--- src/shared/esr_consts.svh ---
// constants for the esd count and sgmii negotiation register bank
// assumes a 40 MHz system clock and 16-bit register data
`ifndef ESR_CONSTS_SVH
`define ESR_CONSTS_SVH

// ------------------------------------------------------------
// register offsets
// ------------------------------------------------------------
`define ESR_ADDR_W 11
`define ESR_DATA_W 16
`define ESR_OFF_ESD_COUNTS 11'h448
`define ESR_OFF_IRQ_STATUS 11'h44A
`define ESR_OFF_IRQ_MASK 11'h44B
`define ESR_OFF_TIMER_CFG 11'h456
`define ESR_OFF_AN_STATUS 11'h459

// ------------------------------------------------------------
// field positions and reset values
// ------------------------------------------------------------
`define ESR_CNT_W 6
`define ESR_XMII_CNT_LSB 8
`define ESR_MDI_CNT_LSB 0
`define ESR_TIMER_LSB 12
`define ESR_TIMER_RST 2'h1
`define ESR_TIMER_RSVD 12'h008
`define ESR_PAGE_BIT 1
`define ESR_DONE_BIT 0
`define ESR_IRQ_W 4
`define ESR_IRQ_XMII 0
`define ESR_IRQ_MDI 1
`define ESR_IRQ_PAGE 2
`define ESR_IRQ_DONE 3

// ------------------------------------------------------------
// negotiation timer lengths
// ------------------------------------------------------------
`define ESR_CLK_KHZ 40000
`define ESR_T_1P6MS_NS 1600000
`define ESR_T_2US_NS 2000
`define ESR_T_800US_NS 800000
`define ESR_T_11MS_NS 11000000
`define ESR_TMR_W 19
`define ESR_NS_PER_MS 1000000

`endif

--- src/shared/esr_pkg.sv ---
// types shared by the esd count and sgmii negotiation register bank
// assumes the constants header is on the include path
`include "esr_consts.svh"

package esr_pkg;

  // register port request, one cycle per access
  typedef struct packed {
    logic [`ESR_ADDR_W-1:0] addr;
    logic [`ESR_DATA_W-1:0] wdata;
    logic wr;
    logic rd;
  } esr_bus_req_s;

  // negotiation timer choices in field order
  typedef enum logic [1:0] {
    ESR_TMR_1P6MS,
    ESR_TMR_2US,
    ESR_TMR_800US,
    ESR_TMR_11MS
  } esr_an_timer_e;

endpackage : esr_pkg

--- src/rtl/esr_regs.sv ---
// esd event counters and sgmii negotiation timer and status registers
// assumes esd sense lines arrive asynchronously from the pad sensors and
// negotiation signals come from logic on i_clk_sys
//
// Summary of operation
// - mac-side esd detections increment upper counter
// - line-side esd detections increment lower counter
// - no dead-time; every detection edge counts until the counter saturates at 63
// - counters clear only at power-up
// - two-bit field selects negotiation timer length
// - page-received bit set by arriving page
// - complete bit shows negotiation finished
`timescale 1ns/1ps
`include "esr_consts.svh"

module esr_regs #(
  // whole microseconds times clock megahertz keeps the product inside 32 bits
  parameter int unsigned TMR_1P6MS_CYC =
    `ESR_T_1P6MS_NS / 1000 * (`ESR_CLK_KHZ / 1000),
  parameter int unsigned TMR_800US_CYC =
    `ESR_T_800US_NS * (`ESR_CLK_KHZ / 1000) / 1000,
  parameter int unsigned TMR_11MS_CYC =
    `ESR_T_11MS_NS / `ESR_NS_PER_MS * `ESR_CLK_KHZ
) (
  // clock and resets
  input logic i_clk_sys,
  input logic i_reset,
  input logic i_power_on_reset,
  // register port
  input esr_pkg::esr_bus_req_s i_bus,
  output logic [`ESR_DATA_W-1:0] o_rdata,
  // esd sensors, asynchronous
  input logic i_esd_mac_side,
  input logic i_esd_line_side,
  // negotiation engine
  input logic i_an_page_rx,
  input logic i_an_complete,
  output logic [1:0] o_an_timer_sel,
  output logic [`ESR_TMR_W-1:0] o_an_timer_cycles,
  // interrupt
  output logic o_irq
);
  import esr_pkg::*;

  // ------------------------------------------------------------
  // constants and elaboration checks
  // ------------------------------------------------------------
  localparam int unsigned TMR_2US_CYC =
    `ESR_T_2US_NS * (`ESR_CLK_KHZ / 1000) / 1000;
  localparam logic [`ESR_CNT_W-1:0] CNT_MAX = '1;

  initial begin
    if (TMR_1P6MS_CYC < 1 || TMR_1P6MS_CYC >= (1 << `ESR_TMR_W))
      $error("timer count for 1.6 ms out of range");
    if (TMR_800US_CYC < 1 || TMR_800US_CYC >= (1 << `ESR_TMR_W))
      $error("timer count for 800 us out of range");
    if (TMR_11MS_CYC < 1 || TMR_11MS_CYC >= (1 << `ESR_TMR_W))
      $error("timer count for 11 ms out of range");
  end

  // ------------------------------------------------------------
  // decode
  // ------------------------------------------------------------
  logic hit_cnt, hit_sts, hit_msk, hit_tmr, hit_an;
  logic [`ESR_CNT_W-1:0] cnt_q [2];

  always_comb begin
    hit_cnt = 1'b0;
    hit_sts = 1'b0;
    hit_msk = 1'b0;
    hit_tmr = 1'b0;
    hit_an = 1'b0;
    if (i_bus.addr == `ESR_OFF_ESD_COUNTS) begin
      hit_cnt = 1'b1;
    end else if (i_bus.addr == `ESR_OFF_IRQ_STATUS) begin
      hit_sts = 1'b1;
    end else if (i_bus.addr == `ESR_OFF_IRQ_MASK) begin
      hit_msk = 1'b1;
    end else if (i_bus.addr == `ESR_OFF_TIMER_CFG) begin
      hit_tmr = 1'b1;
    end else if (i_bus.addr == `ESR_OFF_AN_STATUS) begin
      hit_an = 1'b1;
    end
  end

  // ------------------------------------------------------------
  // esd sense synchronisers and edge detect
  // ------------------------------------------------------------
  logic [1:0] esd_in;
  logic [1:0] sync1_q, sync1_d;
  logic [1:0] sync2_q, sync2_d;
  logic [1:0] esd_dly_q, esd_dly_d;
  logic [1:0] esd_edge;

  assign esd_in = {i_esd_line_side, i_esd_mac_side};

  // edge taken from the second stage only; first stage feeds nothing else
  always_comb begin
    sync1_d = esd_in;
    sync2_d = sync1_q;
    esd_dly_d = sync2_q;
    esd_edge = sync2_q & ~esd_dly_q;
  end

  // synchronisers are free running so no reset is needed for safety
  always_ff @(posedge i_clk_sys) begin
    sync1_q <= sync1_d;
    sync2_q <= sync2_d;
    esd_dly_q <= esd_dly_d;
  end

  // ------------------------------------------------------------
  // esd event counters, index 0 mac side, index 1 line side
  // ------------------------------------------------------------
  logic [`ESR_CNT_W-1:0] cnt_d [2];

  for (genvar g = 0; g < 2; g++) begin : g_cnt
    always_comb begin
      cnt_d[g] = cnt_q[g];
      if (esd_edge[g] && cnt_q[g] != CNT_MAX)
        cnt_d[g] = cnt_q[g] + `ESR_CNT_W'(1);
    end

    // power-up clear only
    // hardware reset is deliberately absent so history survives it
    always_ff @(posedge i_clk_sys) begin
      if (i_power_on_reset) begin
        cnt_q[g] <= '0;
      end else begin
        cnt_q[g] <= cnt_d[g];
      end
    end
  end

  // ------------------------------------------------------------
  // negotiation timer select and status
  // ------------------------------------------------------------
  logic [1:0] tsel_q, tsel_d;
  logic [`ESR_TMR_W-1:0] tcyc_q, tcyc_d;
  logic page_q, page_d;
  logic done_q, done_d;
  logic done_prev_q, done_prev_d;
  logic rd_an;

  assign rd_an = i_bus.rd && hit_an;

  always_comb begin
    tsel_d = tsel_q;
    if (i_bus.wr && hit_tmr)
      tsel_d = i_bus.wdata[`ESR_TIMER_LSB +: 2];
    case (esr_an_timer_e'(tsel_q))
      ESR_TMR_1P6MS: tcyc_d = `ESR_TMR_W'(TMR_1P6MS_CYC);
      ESR_TMR_2US: tcyc_d = `ESR_TMR_W'(TMR_2US_CYC);
      ESR_TMR_800US: tcyc_d = `ESR_TMR_W'(TMR_800US_CYC);
      default: tcyc_d = `ESR_TMR_W'(TMR_11MS_CYC);
    endcase
    // page sticky
    // a page arriving during the clearing read wins over the clear
    page_d = page_q;
    if (rd_an)
      page_d = 1'b0;
    if (i_an_page_rx)
      page_d = 1'b1;
    done_d = i_an_complete;
    done_prev_d = done_q;
  end

  always_ff @(posedge i_clk_sys) begin
    if (i_reset) begin
      tsel_q <= `ESR_TIMER_RST;
      tcyc_q <= '0;
      page_q <= 1'b0;
      done_q <= 1'b0;
      done_prev_q <= 1'b0;
    end else begin
      tsel_q <= tsel_d;
      tcyc_q <= tcyc_d;
      page_q <= page_d;
      done_q <= done_d;
      done_prev_q <= done_prev_d;
    end
  end

  assign o_an_timer_sel = tsel_q;
  assign o_an_timer_cycles = tcyc_q;

  // ------------------------------------------------------------
  // interrupt status and mask
  // ------------------------------------------------------------
  logic [`ESR_IRQ_W-1:0] ist_q, ist_d;
  logic [`ESR_IRQ_W-1:0] imsk_q, imsk_d;
  logic [`ESR_IRQ_W-1:0] ev;
  logic irq_q, irq_d;

  always_comb begin
    ev = '0;
    ev[`ESR_IRQ_XMII] = esd_edge[0];
    ev[`ESR_IRQ_MDI] = esd_edge[1];
    ev[`ESR_IRQ_PAGE] = i_an_page_rx;
    ev[`ESR_IRQ_DONE] = done_q & ~done_prev_q;
    ist_d = ist_q;
    imsk_d = imsk_q;
    // write one to clear; a new event in the same cycle stays set
    if (i_bus.wr && hit_sts)
      ist_d = ist_q & ~i_bus.wdata[`ESR_IRQ_W-1:0];
    ist_d = ist_d | ev;
    if (i_bus.wr && hit_msk)
      imsk_d = i_bus.wdata[`ESR_IRQ_W-1:0];
    // irq lags status by one cycle, the price of a registered output
    irq_d = |(ist_q & imsk_q);
  end

  always_ff @(posedge i_clk_sys) begin
    if (i_reset) begin
      ist_q <= '0;
      imsk_q <= '0;
      irq_q <= 1'b0;
    end else begin
      ist_q <= ist_d;
      imsk_q <= imsk_d;
      irq_q <= irq_d;
    end
  end

  assign o_irq = irq_q;

  // ------------------------------------------------------------
  // read data, valid only in the cycle after the strobe
  // ------------------------------------------------------------
  logic [`ESR_DATA_W-1:0] rdata_q, rdata_d;

  always_comb begin
    rdata_d = '0;
    if (i_bus.rd) begin
      if (hit_cnt) begin
        rdata_d[`ESR_XMII_CNT_LSB +: `ESR_CNT_W] = cnt_q[0];
        rdata_d[`ESR_MDI_CNT_LSB +: `ESR_CNT_W] = cnt_q[1];
      end else if (hit_sts) begin
        rdata_d[`ESR_IRQ_W-1:0] = ist_q;
      end else if (hit_msk) begin
        rdata_d[`ESR_IRQ_W-1:0] = imsk_q;
      end else if (hit_tmr) begin
        rdata_d[`ESR_TIMER_LSB +: 2] = tsel_q;
        rdata_d[`ESR_TIMER_LSB-1:0] = `ESR_TIMER_RSVD;
      end else if (hit_an) begin
        rdata_d[`ESR_PAGE_BIT] = page_q;
        rdata_d[`ESR_DONE_BIT] = done_q;
      end
    end
  end

  always_ff @(posedge i_clk_sys) begin
    if (i_reset) begin
      rdata_q <= '0;
    end else begin
      rdata_q <= rdata_d;
    end
  end

  assign o_rdata = rdata_q;

  // ------------------------------------------------------------
  // assertions
  // ------------------------------------------------------------
  // mac-side count step
  property p_mac_count;
    @(posedge i_clk_sys) disable iff (i_power_on_reset)
      (esd_edge[0] && cnt_q[0] != CNT_MAX)
      |=> (cnt_q[0] == $past(cnt_q[0]) + `ESR_CNT_W'(1));
  endproperty
  a_mac_count: assert property (p_mac_count)
    else $error("mac-side counter missed an event");

  property p_line_count;
    @(posedge i_clk_sys) disable iff (i_power_on_reset)
      (esd_edge[1] && cnt_q[1] != CNT_MAX)
      |=> (cnt_q[1] == $past(cnt_q[1]) + `ESR_CNT_W'(1));
  endproperty
  a_line_count: assert property (p_line_count)
    else $error("line-side counter did not advance");

  // close detections both count
  // the quiet cycles between the edges keep a third edge out of the sum
  property p_no_deadtime;
    @(posedge i_clk_sys) disable iff (i_power_on_reset)
      (esd_edge[0] && cnt_q[0] < CNT_MAX - `ESR_CNT_W'(1))
      ##1 (!esd_edge[0]) [*4] ##1 esd_edge[0]
      |=> (cnt_q[0] == $past(cnt_q[0], 6) + `ESR_CNT_W'(2));
  endproperty
  a_no_deadtime: assert property (p_no_deadtime)
    else $error("second close detection was dropped");

  property p_hw_reset_keeps;
    @(posedge i_clk_sys) disable iff (i_power_on_reset)
      (i_reset && esd_edge == 2'b00) |=> $stable(cnt_q[0]) && $stable(cnt_q[1]);
  endproperty
  a_hw_reset_keeps: assert property (p_hw_reset_keeps)
    else $error("hardware reset disturbed esd counters");

  property p_timer_write;
    @(posedge i_clk_sys) disable iff (i_reset)
      (i_bus.wr && hit_tmr)
      |=> (o_an_timer_sel == $past(i_bus.wdata[`ESR_TIMER_LSB +: 2]))
      ##1 (o_an_timer_cycles != '0);
  endproperty
  a_timer_write: assert property (p_timer_write)
    else $error("timer select not updated");

  // default length decode
  // reset is tested in the antecedent since the length lags the select
  property p_timer_len;
    @(posedge i_clk_sys) disable iff (i_reset)
      (!i_reset && o_an_timer_sel == ESR_TMR_2US)
      |=> (o_an_timer_cycles == `ESR_TMR_W'(TMR_2US_CYC));
  endproperty
  a_timer_len: assert property (p_timer_len)
    else $error("short timer length wrong");

  property p_page_set;
    @(posedge i_clk_sys) disable iff (i_reset)
      (!i_reset && page_q && i_bus.rd && hit_an) |=> o_rdata[`ESR_PAGE_BIT];
  endproperty
  a_page_set: assert property (p_page_set)
    else $error("page bit not reported");

  property p_page_clear;
    @(posedge i_clk_sys) disable iff (i_reset)
      (!i_reset && i_bus.rd && hit_an && !i_an_page_rx) |=> !page_q;
  endproperty
  a_page_clear: assert property (p_page_clear)
    else $error("page bit not cleared by read");

  property p_done_read;
    @(posedge i_clk_sys) disable iff (i_reset)
      (done_q && i_bus.rd && hit_an)
      |=> o_rdata[`ESR_DONE_BIT] && !o_rdata[`ESR_DATA_W-1];
  endproperty
  a_done_read: assert property (p_done_read)
    else $error("complete bit not reported");

  property p_saturate;
    @(posedge i_clk_sys) disable iff (i_power_on_reset)
      (cnt_q[1] == CNT_MAX) |=> (cnt_q[1] == CNT_MAX) [*3];
  endproperty
  a_saturate: assert property (p_saturate)
    else $error("line-side counter wrapped");

endmodule : esr_regs

--- config.mk ---
export PLATFORM = sky130hd
export DESIGN_NAME = esr_regs
export DESIGN_NICKNAME = d
export VERILOG_FILES = /design/src/shared/esr_pkg.sv /design/src/rtl/esr_regs.sv
export VERILOG_INCLUDE_DIRS = /design/src /design/src/shared
export SDC_FILE = /design/constraint.sdc
export NUM_CORES = 1
export LEC_CHECK = 0
export BUFFER_PORTS_ARGS = -buffer_cell sky130_fd_sc_hd__buf_2
export CAP_MARGIN = 40
export CORE_ASPECT_RATIO = 0.6
export CORE_MARGIN = 2
export CORE_UTILIZATION = 45
export CTS_BUF_LIST = sky130_fd_sc_hd__clkbuf_2
export CTS_CLUSTER_SIZE = 40
export DETAILED_ROUTE_END_ITERATION = 8
export PLACE_DENSITY = 0.72
export SLEW_MARGIN = 20
export SYNTH_ARGS = -nofsm -noshare
export SYNTH_HDL_FRONTEND = slang
export SYNTH_SLANG_ARGS = --single-unit
--- constraint.sdc ---
create_clock -name i_clk_sys -period 2.05 [get_ports i_clk_sys]
set_clock_uncertainty 0.05 [all_clocks]
set_input_delay 0.3075 -clock i_clk_sys [delete_from_list [all_inputs] [get_ports i_clk_sys]]
set_output_delay 0.3075 -clock i_clk_sys [all_outputs]
set_load 0.005 [all_outputs]
[Yosys cells after proc, flatten, opt, wreduce, memory -nomap -nowiden]
Memory sizes are Yosys's and may differ from the RTL's.
Index checks and enable logic that the tools add are counted.
Storage, ports and cells
  register bits after elaboration: 55
  bits in writable memories: 12
  input bits: 36
  memories kept: 1
Memories
  cnt_q: words 2, bits a word 6, rd ports 2, clocked after Yosys merged registers in 0, write ports 2, line esr_regs.sv:65  | logic [`ESR_CNT_W-1:0] cnt_q [2];
Cells by class
  add/sub/neg operators: 2
  equal/unequal tests: 9
  multiplexer cells: 35
  bitwise logic cells: 11
  reductions and logical operators: 11
Operators by type and width (count)
  $pmux 19 s3: 1
  $eq 11x11->1 const B: 5
  $mux 6: 6
  $mux 1: 20
  $mux 10: 2
  $add 6x1->6 const B: 2
  $mux 12: 1
  $mux 4: 3
  $ne 6x6->1 const B: 2
  $and 4x4->4: 2
  $logic_and 1x1->1: 6
  $reduce_or 5->1: 1
  $mux 2: 2
  $not 4->4: 1
  $or 4x4->4: 1
  $reduce_or 4->1: 1
  $and 2x2->2: 1
  $eq 2x1->1 const B: 1
  $eq 2x2->1 const B: 1
  $logic_not 2->1: 1
  $not 1->1: 2
  $not 2->2: 1
  $or 1x1->1: 2
  $reduce_bool 2->1: 1
  2 further kinds: 2

[Logic depth before layout (Yosys ltp)]
  depth after elaboration: 11
  depth in mapped cells: 5
  depth with buffers taken out: 5

[Worst setup path before layout]
No wires, ideal clock.
  path kind: input port to flip-flop
  start: input i_bus[25] (netlist bit)
  end: register ist_q[0]
  library setup time: 0.131 ns
  data arrival time: 1.408 ns
  path slack: 0.460 ns
  stages: 4
  path buffers: 0
  cells stage by stage: nor4b_4 > nand4_1 > nor4bb_1 > nor3_1
On the way
  word-level cells in the longest chain between the ends: 6
RTL lines
  start, declared: line esr_regs.sv:30  | input esr_pkg::esr_bus_req_s i_bus,
  $eq 11x11->1 (no source line)
  $mux 1: line esr_regs.sv:75  | end else if (i_bus.addr == `ESR_OFF_IRQ_STATUS) begin
  $mux 1 *: line esr_regs.sv:73  | if (i_bus.addr == `ESR_OFF_ESD_COUNTS) begin
  $logic_and 1x1->1 *: line esr_regs.sv:204  | if (i_bus.wr && hit_sts)
  $mux 4 *: line esr_regs.sv:204
  $or 4x4->4 *: line esr_regs.sv:206  | ist_d = ist_d | ev;
  end signal, assigned: line esr_regs.sv:219  | ist_q <= ist_d;
  end, declared: line esr_regs.sv:190  | logic [`ESR_IRQ_W-1:0] ist_q, ist_d;
Every way passes the cells marked *; elsewhere a longest branch is shown, timed or not.
A chain may end at the register's enable or synchronous reset.

[Worst setup path in the final report]
  start: input i_bus[25] (netlist bit)
  end: register ist_q[1]
The elaborated chain is that of the path after synthesis.

==> out/metrics.csv <==
metric,value,unit
io_buffers,53,
wirelength,4561,um
ys_seq_area_frac,0.4679,
clkLatencyLatePin,430,ps
synth_top_area_share,0.4679,
holdPathStages,2,
grt_pass1_vias,1502,
diodes,0,
cap_violations,0,
cts.path.max_buffers,2,
gp_congestion,0.7936,
drt-vias-per-instance,5.026,
fin_crit,1552,ps
r2r_setup_slack,590,ps
yosys-top-cells-area,"dfxtp_1 47%, buf_4 5.1%, ha_1 3.9%",
cp.arrival,1830,ps
dieHeight,58.47,um
critPathMaxFanout,7,
peakVddDrop,0.3837,mV
max_freq,0.6444,GHz
timing.rr.end,cnt_q[1][1],
grt_usage,0.1645,
synth_cell_types,43,
final_common_cell,buf_2,
cp_data_required_time,2330,ps
cts_tree,yes,
worstMarginPinSlew,536.3,ps
route.detailed.drc,0,
slew_headroom,0.6376,
ant_nets,0,
synthFlopType,dfxtp_1,
synth_cells,232,
htreeDepth,2,
finalCritPeriodShare,0.7570,
cts_made_buffers,5,
drive_gt1_frac,0.2676,
synthArstFlopShare,0,
holdPathEnd,done_prev_d,
rsz0062_at_grt,false,
die_x,94.77,um
postPlaceCellArea,2477,um2
synth_area,2225,um2
outcome,completed,
grt_pass1_wl,6969,um
critPathCaptureType,register,
hold_viol,0,
routedWlPerCell,13.14,um
nets,326,
finalSetupTns,0,ps
r2r_cells,5,
fill_cells,468,
start_util,0.4774,
synth.avg_cell_area,9.589,um2
areaGrowthSynthToFinish,15.19,%
coreArea,4659,um2
root_buffer,clkbuf_2,
setup_viol,0,
p_leak,0.001130,uW
slew_viol_final,0,
synth_edf_count,0,
placementRows,19,
cellPowerDensity,660.2,nW/um2
antenna_found_initial,0,
yosys_register_bits,52,
ys_warn_count,0,
die-area,5541,um2
grt_max_degree,22,
io_pins,74,
crit_type,input pin to register,
grt-ovfl-total,0,
hpwl,3459,um
design_area,2562,um2
start_kind,input pin,
yosysTopAreaCell,dfxtp_1,
hp-start,i_an_complete,
drt_iter0_markers,128,
hp-class,input pin to register,
mostFrequentLayoutCells,"53 x buf_2, 52 x dfxtp_1, 19 x nor2_1",
r2r_start,cnt_q[1][0],
vias,1744,
clk_pin_slew,220,ps
firstDrtPassIters,4,
cts_num_sinks,52,
[per-stage QoR]
stage | hold WS (ps) | setup slack [ps] | std cells | utilization | power [uW]
floorplan | 259.6 | 460.3 | 241 | - | 1148
global placement | 261.5 | 181.3 | 337 | 0.5317 | 1182
detailed placement | 263.8 | 110.0 | 337 | 0.5317 | 1185
CTS | 13.71 | 563.5 | 347 | 0.5499 | 1705
global route | 5.210 | 483.4 | 347 | 0.5499 | 1767
finish | 35.99 | 498.1 | 347 | 0.5499 | 1692
[how the worst max path moves through the flow]
stage | cells past startpoint | slack (ps) | start | end
after floorplan | 4 | 460 | i_bus[25] | ist_q[0]
final | 5 | 500 | i_bus[25] | ist_q[1]
after CTS | 1 | 560 | o_an_timer_sel[0] | o_an_timer_sel[0]
after global placement | 5 | 180 | i_bus[25] | ist_q[0]
after global routing | 1 | 480 | o_an_timer_sel[0] | o_an_timer_sel[0]
after detailed placement | 5 | 110 | i_bus[25] | ist_q[1]
[per-layer routing]
layer,vias to the layer above,routed length [um],GRT usage
li1,882,-,-
met1,790,2290,0.2392
met2,67,1850,0.2280
met3,5,397,0.05890
met4,0,22,0.04969
met5,-,0,0
[logic make-up (layout without fill, tap and decap cells)]
| family | Yosys count | in the layout | synth area share |
|---|---|---|---|
| adder cells (fa/ha/maj) | 7 | 7 | 0.03937 |
| buffers and inverters | 29 | 72 | 0.07818 |
| multiplexers | 2 | 2 | 0.008999 |
| AO/OA/AOI/OAI | 30 | 30 | 0.08830 |
| XOR/XNOR | 7 | 7 | 0.02756 |
| other | 1 | 10 | 0.001686 |
| flip-flops | 52 | 52 | 0.4679 |
| AND/OR/NAND/NOR | 104 | 104 | 0.2880 |
[critical path, stage by stage]
cell and delay, ps:
buf_2 130, nor4b_4 500, nand4_1 400, nor4bb_1 400, nor3_1 90
[state kept, by name (all words and copies together), names as in the netlist]
name / cells
o_an_timer_cycles: 8
o_rdata: 12
esd_dly_q: 2
done_prev_q: 1
sync1_q: 2
o_irq: 1
imsk_q: 4
esd_dly_d: 2
done_prev_d: 1
o_an_timer_sel: 2
cnt_q: 12
page_q: 1
ist_q: 4
[synthesized netlist by cell type, types with 2 or more instances]
| library cell | n |
|---|---|
| a21oi_1 | 14 |
| a22o_1 | 2 |
| a22oi_1 | 2 |
| a31oi_1 | 2 |
| a41oi_1 | 2 |
| and2_1 | 8 |
| and3_1 | 5 |
| and4b_1 | 2 |
| buf_4 | 15 |
| clkbuf_1 | 7 |
| dfxtp_1 | 52 |
| ha_1 | 7 |
| inv_1 | 5 |
| mux2i_1 | 2 |
| nand2_1 | 12 |
| nand2b_1 | 2 |
| nand3_1 | 9 |
| nand4_1 | 13 |
| nor2_1 | 19 |
| nor2b_1 | 11 |
| nor3_1 | 7 |
| nor3b_2 | 2 |
| nor4bb_1 | 3 |
| o21a_1 | 2 |
| o21ai_0 | 2 |
| or2_2 | 2 |
| or3b_1 | 2 |
| xnor2_1 | 2 |
| xor2_1 | 5 |
[where the power goes]
part | internal, uW | switching [uW] | leakage, uW
clock network | 210 | 313 | 0.0000430
logic | 52.9 | 66.8 | 0.000663
registers | 1040 | 13.2 | 0.000424
total | 1300 | 393 | 0.00113
[what timing repair did]
| item | 4_1_cts | 5_1_grt |
|---|---|---|
| setup buffers | 0 | 0 |
| hold buffers | 2 | 0 |
| hold endpoints to repair | 2 | 0 |
| gates resized for setup | 0 | 0 |
[layout make-up]
cell class                 count  area [um2]  share of cell area
inverter                       5       18.77            0.007324
tap                           63       78.83             0.03076
multi-input combinational    160        1044              0.4072
sequential                    52        1041              0.4063
clock inverter                 2       35.03             0.01367
clock buffer                   6       30.03             0.01172
timing repair buffer          59       315.3              0.1230
Power figures use the tool's default switching activity.
